===== src/rtl/soi_pkg.sv =====
package soi_pkg;
  localparam logic [11:0] SOI_CTRL1_ADDR    = 12'h702;
  localparam logic [11:0] SOI_S1_ADDR       = 12'h73b;
  localparam logic [11:0] SOI_F1_ADDR       = 12'h73f;
  localparam logic [11:0] SOI_E1_ADDR       = 12'h743;
  localparam logic [11:0] SOI_E2_ADDR       = 12'h747;
  localparam logic [11:0] SOI_J0V_ADDR      = 12'h74b;
  localparam logic [11:0] SOI_J0C_ADDR      = 12'h74f;
  localparam logic [11:0] SOI_TRACE_BASE    = 12'h900;
  localparam logic [11:0] SOI_TRACE_LAST    = 12'h93f;
  localparam int          SOI_S1_BIT        = 2;
  localparam int          SOI_F1_BIT        = 3;
  localparam int          SOI_E1_BIT        = 4;
  localparam int          SOI_E2_BIT        = 5;
  localparam logic [7:0]  SOI_CTRL1_MASK    = 8'h3c;
  localparam logic [7:0]  SOI_J0C_MASK      = 8'h0f;
  localparam logic [7:0]  SOI_RESET_VALUE   = 8'h00;
  localparam logic [7:0]  SOI_J0_FIXED      = 8'h01;
  localparam logic [5:0]  SOI_LAST_LEN1     = 6'h00;
  localparam logic [5:0]  SOI_LAST_LEN16    = 6'h0f;
  localparam logic [5:0]  SOI_LAST_LEN64    = 6'h3f;
  localparam logic [1:0]  SOI_SRC_FIXED     = 2'h0;
  localparam logic [1:0]  SOI_SRC_BUFFER    = 2'h1;
  localparam logic [1:0]  SOI_SRC_VALUE     = 2'h2;
  localparam logic [1:0]  SOI_SRC_PIN       = 2'h3;
  localparam logic [2:0]  SOI_POS_NONE      = 3'h0;
  localparam logic [2:0]  SOI_POS_S1        = 3'h1;
  localparam logic [2:0]  SOI_POS_F1        = 3'h2;
  localparam logic [2:0]  SOI_POS_E1        = 3'h3;
  localparam logic [2:0]  SOI_POS_E2        = 3'h4;
  localparam logic [2:0]  SOI_POS_J0        = 3'h5;

  typedef struct packed {
    logic [7:0] tx_control_1;
    logic [7:0] sync_status_byte_value;
    logic [7:0] user_channel_byte_value;
    logic [7:0] section_orderwire_byte_value;
    logic [7:0] multiplex_orderwire_byte_value;
    logic [7:0] trace_byte_value;
    logic [7:0] trace_control;
    logic [5:0] trace_ptr;
    logic [7:0] data;
    logic       valid;
    logic [7:0] rd_data;
  } soi_state_type;
endpackage


===== src/rtl/soi_insert.sv =====
`timescale 1ns/10ps
// Operation
// - S1 byte takes its value register when control bit 2 is set.
// - F1 byte takes its value register when control bit 3 is set.
// - E1 byte takes its value register when control bit 4 is set.
// - E2 byte takes its value register when control bit 5 is set.
// - Trace source 00 sends fixed 0x01 in every J0 byte.
// - Trace source 01 sends J0 bytes from the 64-byte trace buffer.
// - Trace source 10 sends the trace value register in J0.
// - Trace source 11 sends the external overhead pin byte in J0.
// - Length code 00 gives 1 byte, 01 gives 16, 1x gives 64.
// - A new trace value appears in the very next J0 byte.
module soi_insert
  import soi_pkg::*;
#(
  parameter int ADDR_W = 12
) (
  input  wire logic              clk_in,
  input  wire logic              resetn_in,
  input  wire logic [ADDR_W-1:0] addr_in,
  input  wire logic [7:0]        wr_data_in,
  input  wire logic              wr_in,
  input  wire logic              rd_in,
  output logic      [7:0]        rd_data_out,
  input  wire logic [7:0]        data_in,
  input  wire logic              valid_in,
  input  wire logic [2:0]        oh_pos_in,
  input  wire logic [7:0]        external_section_overhead_in,
  output logic      [7:0]        data_out,
  output logic                   valid_out
);

  if (ADDR_W < 12) begin : g_addr_w_check
    $error("soi_insert: ADDR_W must be at least 12");
  end

  soi_state_type r;
  soi_state_type next_r;
  logic [7:0]    trace_mem [0:63];
  logic [11:0]   addr;
  logic          in_buf;
  logic [5:0]    last_idx;
  logic          j0_slot;

  assign addr    = addr_in[11:0];
  assign in_buf  = (addr >= SOI_TRACE_BASE) && (addr <= SOI_TRACE_LAST);
  assign j0_slot = valid_in && (oh_pos_in == SOI_POS_J0);

  always_comb begin
    next_r = r;
    // Length code decode for the trace buffer wrap point.
    unique case (r.trace_control[3:2])
      2'h0:    last_idx = SOI_LAST_LEN1;
      2'h1:    last_idx = SOI_LAST_LEN16;
      default: last_idx = SOI_LAST_LEN64;
    endcase
    if (wr_in) begin
      unique case (addr)
        SOI_CTRL1_ADDR: next_r.tx_control_1 = wr_data_in & SOI_CTRL1_MASK;
        SOI_S1_ADDR:    next_r.sync_status_byte_value = wr_data_in;
        SOI_F1_ADDR:    next_r.user_channel_byte_value = wr_data_in;
        SOI_E1_ADDR:    next_r.section_orderwire_byte_value = wr_data_in;
        SOI_E2_ADDR:    next_r.multiplex_orderwire_byte_value = wr_data_in;
        SOI_J0V_ADDR:   next_r.trace_byte_value = wr_data_in;
        SOI_J0C_ADDR:   next_r.trace_control = wr_data_in & SOI_J0C_MASK;
        default:        next_r.tx_control_1 = r.tx_control_1;
      endcase
    end
    next_r.rd_data = 8'h00;
    if (rd_in) begin
      if (in_buf) begin
        next_r.rd_data = trace_mem[addr[5:0]];
      end else begin
        unique case (addr)
          SOI_CTRL1_ADDR: next_r.rd_data = r.tx_control_1;
          SOI_S1_ADDR:    next_r.rd_data = r.sync_status_byte_value;
          SOI_F1_ADDR:    next_r.rd_data = r.user_channel_byte_value;
          SOI_E1_ADDR:    next_r.rd_data = r.section_orderwire_byte_value;
          SOI_E2_ADDR:    next_r.rd_data = r.multiplex_orderwire_byte_value;
          SOI_J0V_ADDR:   next_r.rd_data = r.trace_byte_value;
          SOI_J0C_ADDR:   next_r.rd_data = r.trace_control;
          default:        next_r.rd_data = 8'h00;
        endcase
      end
    end
    next_r.valid = valid_in;
    next_r.data  = data_in;
    if (valid_in) begin
      unique case (oh_pos_in)
        SOI_POS_S1: begin
          if (r.tx_control_1[SOI_S1_BIT]) begin
            next_r.data = r.sync_status_byte_value;
          end
        end
        SOI_POS_F1: begin
          if (r.tx_control_1[SOI_F1_BIT]) begin
            next_r.data = r.user_channel_byte_value;
          end
        end
        SOI_POS_E1: begin
          if (r.tx_control_1[SOI_E1_BIT]) begin
            next_r.data = r.section_orderwire_byte_value;
          end
        end
        SOI_POS_E2: begin
          if (r.tx_control_1[SOI_E2_BIT]) begin
            next_r.data = r.multiplex_orderwire_byte_value;
          end
        end
        SOI_POS_J0: begin
          unique case (r.trace_control[1:0])
            SOI_SRC_FIXED:  next_r.data = SOI_J0_FIXED;
            SOI_SRC_BUFFER: next_r.data = trace_mem[r.trace_ptr];
            SOI_SRC_VALUE:  next_r.data = r.trace_byte_value;
            SOI_SRC_PIN:    next_r.data = external_section_overhead_in;
          endcase
        end
        default: next_r.data = data_in;
      endcase
    end
    // In buffer mode the trace pointer steps once per J0 slot and wraps at the length; in other modes it is held at 0.
    if (r.trace_control[1:0] != SOI_SRC_BUFFER) begin
      next_r.trace_ptr = 6'h00;
    end else if (j0_slot) begin
      if (r.trace_ptr >= last_idx) begin
        next_r.trace_ptr = 6'h00;
      end else begin
        next_r.trace_ptr = r.trace_ptr + 6'h01;
      end
    end
  end

  always_ff @(posedge clk_in) begin
    if (!resetn_in) begin
      r <= '0;
    end else begin
      r <= next_r;
    end
  end

  always_ff @(posedge clk_in) begin
    if (wr_in && in_buf) begin
      trace_mem[addr[5:0]] <= wr_data_in;
    end
  end

  assign rd_data_out = r.rd_data;
  assign data_out    = r.data;
  assign valid_out   = r.valid;
endmodule


===== config.mk =====
export PLATFORM = sky130hd
export DESIGN_NAME = soi_insert
export DESIGN_NICKNAME = d
export VERILOG_FILES = /design/src/rtl/soi_pkg.sv /design/src/rtl/soi_insert.sv
export SDC_FILE = /design/constraint.sdc
export NUM_CORES = 1
export LEC_CHECK = 0
export BUFFER_PORTS_ARGS = -buffer_cell sky130_fd_sc_hd__buf_2
export CORE_ASPECT_RATIO = 1.75
export CORE_MARGIN = 2
export CORE_UTILIZATION = 25
export DETAILED_ROUTE_END_ITERATION = 16
export GPL_TIMING_DRIVEN = 1
export SKIP_LAST_GASP = 1
export SLEW_MARGIN = 0
export SYNTH_ARGS = -nofsm -noshare
export SYNTH_HDL_FRONTEND = slang
export SYNTH_SLANG_ARGS = --single-unit

===== constraint.sdc =====
create_clock -name clk_in -period 5 [get_ports clk_in]
set_input_delay 0.5 -clock clk_in [delete_from_list [all_inputs] [get_ports clk_in]]
set_output_delay 0.5 -clock clk_in [all_outputs]
set_load 0.05 [all_outputs]

== After elaboration in Yosys (flattened, before gate mapping) ==
Memory sizes are Yosys's and may differ from the RTL's. A register that Yosys moved wholly into a read port is not among the register bits.
Index checks and enable logic that the tools add are counted.
Widths: inputs -> output; s select.
Word-level totals
  register bits after elaboration: 71
  word-level logic and storage cells: 63
  memories: 1
  memory bits (read-only): 0
  memory bits (writable): 512
  bits in latches: 0
  bits of input ports: 44
Memories
  trace_mem: words 64, bits a word 8, read ports 2, clocked after Yosys merged registers in 1, write ports 1, RTL line soi_insert.sv:39  | logic [7:0] trace_mem [0:63];
Cells by class
  multipliers: 0
  reduce and logical (&&, ||, !) cells: 14
  shift-type cells: 0
  add/subtract/negate cells: 1
  divide/modulo/power cells: 0
  eq/ne operators: 17
  bitwise gates (word level): 1
  magnitude comparators: 3
  multiplexer cells: 15
Operators with widths (number)
  $eq 12x11->1 const B: 7
  $pmux 8 s7: 1
  $mux 8: 6
  $pmux 8 s5: 1
  $pmux 8 s4: 1
  $mux 6: 3
  $reduce_and 2->1: 8
  $ge 12x12->1 const B: 1
  $le 12x12->1 const B: 1
  $pmux 6 s2: 1
  $add 6x1->6 const B: 1
  $eq 3x2->1 const B: 2
  $eq 3x3->1 const B: 2
  $ge 6x6->1: 1
  $eq 2x1->1 const B: 2
  $eq 2x2->1 const B: 2
  $logic_not 2->1: 2
  $eq 3x1->1 const B: 1
  $logic_and 1x1->1: 3
  $mux 1: 2
  $ne 2x1->1 const B: 1
  $reduce_or 2->1: 1
  $not 1->1: 1

== Longest topological paths before layout ==
Gate-level depths: netlist of run 1.
  word-level depth: 6
  depth in mapped cells: 12
  depth with buffers taken out: 9

== Least setup slack after synthesis of run 1 ==
Ideal clock, no wire load.
  path type: input to register
  start point: input addr_in[7]
  end point: memory trace_mem[54][0], enable pin
  path slack: 2470 ps
  required time: 4605 ps
  setup time: 395 ps
  cell stages on the path: 5
  arrival time: 2135 ps
  buffers on the path: 1
  cells stage by stage: nor2_1 -> and4_1 -> clkbuf_1 -> nand2_1 -> nor4_1
Between the ends
  word-level cells in the longest chain between the ends: 5
Ends and longest elaborated chain
  start, declared: RTL line soi_insert.sv:20  | input wire logic [ADDR_W-1:0] addr_in,
  $ge 12x12->1 or $le 12x12->1 (tied branches): RTL line soi_insert.sv:46  | assign in_buf = (addr >= SOI_TRACE_BASE) && (addr <= SOI_TRACE_LAST);
  $logic_and 1x1->1 *: RTL line soi_insert.sv:46
  $logic_and 1x1->1 *: RTL line soi_insert.sv:142  | if (wr_in && in_buf) begin
  $mux 1 *: RTL line soi_insert.sv:142
  $mux 1 (not written as such) *: RTL line soi_insert.sv:143  | trace_mem[addr[5:0]] <= wr_data_in;
  end, declared: RTL line soi_insert.sv:39
Every way passes the cells marked *; elsewhere a longest branch is shown, timed or not.

==> results of run 1 <==
==> layer usage <==
metal | wire, um | global-route usage (%) | part of all wire, % | vias to the layer above
met2 | 57520 | 33.58 | 50 | 1479
met1 | 34450 | 18.44 | 30 | 10090
met5 | 80 | 0 | 0.070 | -
met4 | 12520 | 16.50 | 11 | 12
met3 | 9746 | 3.977 | 8.5 | 543
li1 | - | - | - | 7966
==> cell usage after synthesis, drive strengths merged (3+ instances only) <==
cell type	n	area [um2]
a21boi	20	150.1
ha	7	87.58
a32oi	3	26.28
a22o	16	140.1
or2	3	18.77
nand2	127	479.2
inv	6	22.52
and2	10	65.06
a31o	6	52.56
a21o	5	37.54
o31ai	8	60.06
a221o	7	70.07
dfxtp	77	1541
xor2	3	26.28
nor3	10	61.31
mux4	156	3607
o21ai	39	195.2
o22a	4	35.03
o211ai	4	30.03
buf	108	834.6
nand4	5	31.28
o2111ai	3	26.28
nor2b	41	264.0
o22ai	39	244.0
a221oi	61	534.3
nand3	28	140.1
nor3b	3	22.52
a21oi	71	359.1
nand3b	4	30.03
a2bb2oi	3	26.28
a22oi	56	420.4
clkbuf	53	272.8
mux2i	206	2062
and2b	4	35.03
o221ai	11	96.34
edfxtp	512	15370
nor2	138	548.0
a211oi	7	52.55
nand2b	5	31.28
and3	5	32.53
mux2	45	506.7
a31oi	5	31.28
==> sequential cells by signal, indices dropped and copies added, names as in the netlist, named ones only <==
register / count
trace_mem: 512
r: 54
data_out: 8
rd_data_out: 8
valid_out: 1
==> power by group <==
group          switching (uW)  internal [uW]
clock                    1910           2310
combinational             475            183
sequential               1.83           5330
total                    2390           7830
==> worst max-delay path, cell delays in order, from the launching register on <==
cell     delay, ps
dfxtp_4        950
mux4_2         610
mux2_2         300
a21oi_1       1020
o21ai_0        270
nand2_1        150
a31o_1         200
a21oi_2         60
==> logic make-up after synthesis <==
family	share of synthesized area, %
AO/OA/AOI/OAI	9.365
flip-flops	58.48
buffers and inverters	3.932
multiplexers	21.35
AND/OR/NAND/NOR	6.449
XOR/XNOR	0.1211
adder cells (fa/ha/maj)	0.3028
==> stage by stage <==
stage / hold slack, ps / utilization (%)
2_1_floorplan: 448.1 / -
3_3_place_gp: 469.9 / 26.79
6_report: 122.6 / 28.28
4_1_cts: 144.7 / 28.28
3_5_place_dp: 479.5 / 26.79
5_1_grt: 136.2 / 28.28
==> worst paths after layout <==
kind | startpoint | endpoint | slack, ps
worst max-delay path | flip-flop | data_out[4] | 1250
worst min-delay path | wr_data_in[1] | trace_mem[6][1] | 120
worst max register to register | flip-flop | data_out[4] | 1250
worst min register to register | r[39] | r[39] | 490
==> final cells by class <==
type | count | share of cell area [%]
Inverter | 8 | 0.09218
Sequential cell | 589 | 51.96
Timing Repair Buffer | 167 | 3.472
Clock buffer | 60 | 4.052
Antenna cell | 1 | 0.007682
Multi-Input combinational cell | 1195 | 33.44
Tap cell | 1503 | 5.773
Clock inverter | 31 | 1.202
==> flow_summary.json, run 1 <==
{
  "dp_hpwl_um": 78320,
  "final_area_um2": 32580,
  "postRouteWirelength_um": 114300,
  "syn_avg_cell_area_um2": 14.81,
  "grt_overflow_total": 0,
  "slew_headroom_pct": -6.579,
  "power.leakage_uw": 0.009887,
  "synth_nets": 2004,
  "synth_warnings": 0,
  "rr_worst_depth": 7,
  "grt_setup_unrepaired": "false",
  "critical_path.startpoint_type": "flip-flop",
  "maxCapViolCount": 1,
  "design.core.area_um2": 115200,
  "cts_buffer_depth": 3,
  "worst_slack_ps": 1249,
  "dieArea_um2": 118600,
  "fin_crit_sh_pct": 75.01,
  "nets": 2061,
  "via_count": 20090,
  "endpoint_kind": "flip-flop",
  "root_buffer": "clkbuf_16",
  "avgViaCountPerCell": 5.653,
  "portBuffers": 60,
  "finalWeightedCongestion": 1.021,
  "start_util_pct": 25.11,
  "syn_inst": 1953,
  "skew_ps": 26.71,
  "clk_pin_slew_ps": 70,
  "hold_path.class": "in -> reg",
  "crit_fanout": 43,
  "fmax_ghz": 0.2666,
  "cts_resized": 0,
  "io_pins": 61,
  "postCtsSetupRepairBufs": 0,
  "power_uw": 10220,
  "tns_ps": 0,
  "fin_cells": 3554,
  "dpl.cell_count": 3462,
  "die_x_um": 261.1,
  "cts_tree": "built",
  "first_pass_iters": 6,
  "worstPathArrival_ps": 4260,
  "clk_latency_ps": 630,
  "place_ws_ps": 1313,
  "drcViolationCount": 0,
  "cts-buffers-inserted": 49,
  "antenna_found_initial": 9,
  "place_area_um2": 30860,
  "mostFrequentLayoutCells": "512 x edfxtp_1, 206 x mux2i_1, 132 x nor2_1, 131 x mux4_2, 126 x nand2_1",
  "fillers": 11580,
  "ys.flop_type": "edfxtp_1",
  "ant_nets": 0,
  "final_common_cell": "edfxtp_1",
  "holdPathStages": 1,
  "status": "finished with violations",
  "rows": 165,
  "powerDensity_nw_per_um2": 313.7,
  "violations": "max-capacitance violations, max-slew violations",
  "cp.required_ps": 5510,
  "ys_seq_area_share_pct": 58.48,
  "die_y_um": 454.0,
  "drt_iter0_markers": 2761,
  "peakVddDrop_mv": 0.2368,
  "crit_type": "reg -> reg",
  "grt_max_degree": 71,
  "cts.sinks": 589,
  "fin_crit_ps": 3751,
  "multi_input_area_um2": 10890,
  "wl_per_cell_um": 32.16,
  "synthArstFlopShare_pct": 0,
  "drive_gt1_share_pct": 22.34,
  "first_global_vias": 19770,
  "hold_violations": 0,
  "ys_types": 80,
  "cts-hold-fix-buffers": 0,
  "synth_seq_cells": 589,
  "grt.total_usage_pct": 18.92,
  "slew_violations": 2,
  "cts_max_level": 2,
  "synth_enable_flop_cells": 512,
  "regArea_um2": 16930,
  "setup_viol": 0,
  "synth_area_um2": 28930,
  "syn2layout_area_growth_pct": 12.61,
  "grt_pass1_wl_um": 156600,
  "worst_pin_slew_ps": 1554
}
(Power assumes the default switching activity.)
==> inputs of run 2 (changes only) <==
==> constraint.sdc (replaced) <==
create_clock -name clk_in -period 3.05 [get_ports clk_in]
set_input_delay 0.305 -clock clk_in [delete_from_list [all_inputs] [get_ports clk_in]]
set_output_delay 0.305 -clock clk_in [all_outputs]
set_load 0.05 [all_outputs]
==> run 2 against run 1 <==
  * The run now ends clean
  * Critical endpoint is now data_out[6]
  * Sequential share of layout area fell by 2.0 points
  * Total power rose by 67%
  * Hold slack got worse by 49 ps
==> flow_summary.json, run 2 (same netlist as run 1, synthesis figures left out) <==
{
  "grt_pass1_wl_um": 152000,
  "root_buffer": "clkbuf_16",
  "fmax_ghz": 0.3604,
  "critical_path_depth": 8,
  "slowest_delay_ps": 530,
  "start_util_pct": 25.11,
  "grt.total_usage_pct": 18.04,
  "cts-buffers-inserted": 51,
  "nets": 2193,
  "fin_crit_ps": 2775,
  "dr_wl_met2_um": 55150,
  "postCtsSetupRepairBufs": 0,
  "setup_viol": 0,
  "portBuffers": 60,
  "wl_per_cell_um": 29.43,
  "dieArea_um2": 118600,
  "cp_cell_sequence": "buf_12 > buf_12 > mux4_2 > mux2i_1 > a221oi_1 > nand2_1 > a31o_2 > a21oi_1",
  "avgViaCountPerCell": 5.409,
  "slew_headroom_pct": 19.38,
  "met3_length_um": 7600,
  "crit_slowest_cell": "mux4_2",
  "cts_tree": "built",
  "mostFrequentLayoutCells": "512 x edfxtp_1, 216 x buf_4, 206 x mux2i_1, 132 x nor2_1, 131 x mux4_2",
  "fin_cells": 3686,
  "drcViolationCount": 0,
  "wl_met1_um": 34300,
  "rr_worst_depth": 8,
  "dpl.cell_count": 3591,
  "rows": 165,
  "cts.sinks": 589,
  "first_pass_iters": 6,
  "via_count": 19940,
  "cp.required_ps": 3550,
  "grt_overflow_total": 0,
  "worstPathArrival_ps": 3270,
  "hold_violations": 0,
  "top_layer": "met5",
  "powerDensity_nw_per_um2": 502.8,
  "status": "complete, no violations",
  "grt_setup_unrepaired": "false",
  "power.leakage_uw": 0.01066,
  "die_y_um": 454.0,
  "die_x_um": 261.1,
  "cts_max_level": 2,
  "io_pins": 61,
  "antenna_found_initial": 6,
  "peakVddDrop_mv": 0.3140,
  "drive_gt1_share_pct": 26.95,
  "critical_path.startpoint_type": "flip-flop",
  "ant_nets": 0,
  "crit_buf_inv": 2,
  "skew_ps": 21.58,
  "slew_violations": 0,
  "clk_latency_ps": 610,
  "cts_buffer_depth": 3,
  "path_delay_family": "multiplexers",
  "crit_type": "reg -> reg",
  "syn2layout_area_growth_pct": 17.15,
  "worst_pin_slew_ps": 1209,
  "crit_top_cell": "buf_12",
  "endpoint_kind": "flip-flop",
  "grt_max_degree": 71,
  "maxCapViolCount": 0,
  "postRouteWirelength_um": 108500,
  "fin_crit_sh_pct": 90.97,
  "holdPathStages": 3,
  "drt_iter0_markers": 2452,
  "first_global_vias": 20250,
  "dp_hpwl_um": 78350,
  "crit_fanout": 25,
  "design.core.area_um2": 115200,
  "largest_reg_flops": 512,
  "clk_pin_slew_ps": 70,
  "tns_ps": 0,
  "hold_path.class": "in -> reg",
  "finalWeightedCongestion": 1.018,
  "final_common_cell": "edfxtp_1"
}
run 2: final timing paths:
kind | slack [ps] | startpoint | to
hold reg to reg | 490 | r[42] | r[42]
setup / recovery | 280 | flip-flop | data_out[6]
setup reg to reg | 280 | flip-flop | data_out[6]
hold / removal | 70 | data_in[7] | data_out[7]
run 2: repair_timing:
action	4_1_cts	5_1_grt
endpoints found under the hold margin	1	0
hold buffers	1	0
gates resized for setup	0	0
run 2: layer usage:
metal	global-route usage, %	vias to the layer above
li1	-	8221
met1	17.88	10050
met2	32.16	1225
met3	3.207	438
met4	15.58	4
met5	0	-
run 2: stage by stage:
stage | hold WS, ps | power, uW | util [%] | cell area, um2 | setup slack [ps]
after floorplan | 403.9 | 9482 | - | 28930 | 715.4
after global placement | 472.4 | 10030 | 27.84 | 32070 | 12.14
after detailed placement | 480.2 | 10030 | 27.84 | 32070 | 20.56
after CTS | 48.49 | 17080 | 29.41 | 33880 | 371.3
after global routing | 103.1 | 17390 | 29.41 | 33880 | 156.6
final | 73.38 | 17040 | 29.42 | 33890 | 275.3
run 2: area by class of cell:
type / count / area (um2)
clock inverters: 36 / 457.9
repair buffers: 297 / 2360
fillers: 11540 / 81310
clock buffers: 57 / 1341
diodes: 1 / 2.502
multi-input cells: 1195 / 10890
inverters: 8 / 30.03
well taps: 1503 / 1881
flip-flops and latches: 589 / 16930
run 2: where the power goes:
| group | total (uW) | leakage [uW] | switching, uW | internal [uW] |
|---|---|---|---|---|
| clock network | 7150 | 0.000860 | 3120 | 4030 |
| registers | 8750 | 0.00522 | 2.88 | 8740 |
| logic | 1140 | 0.00458 | 773 | 370 |
| total | 17000 | 0.0107 | 3890 | 13100 |
run 2: worst min-delay path, cell delays in order:
cell,delay [ps]
buf_2,130
o21ai_0,90
a21oi_1,110
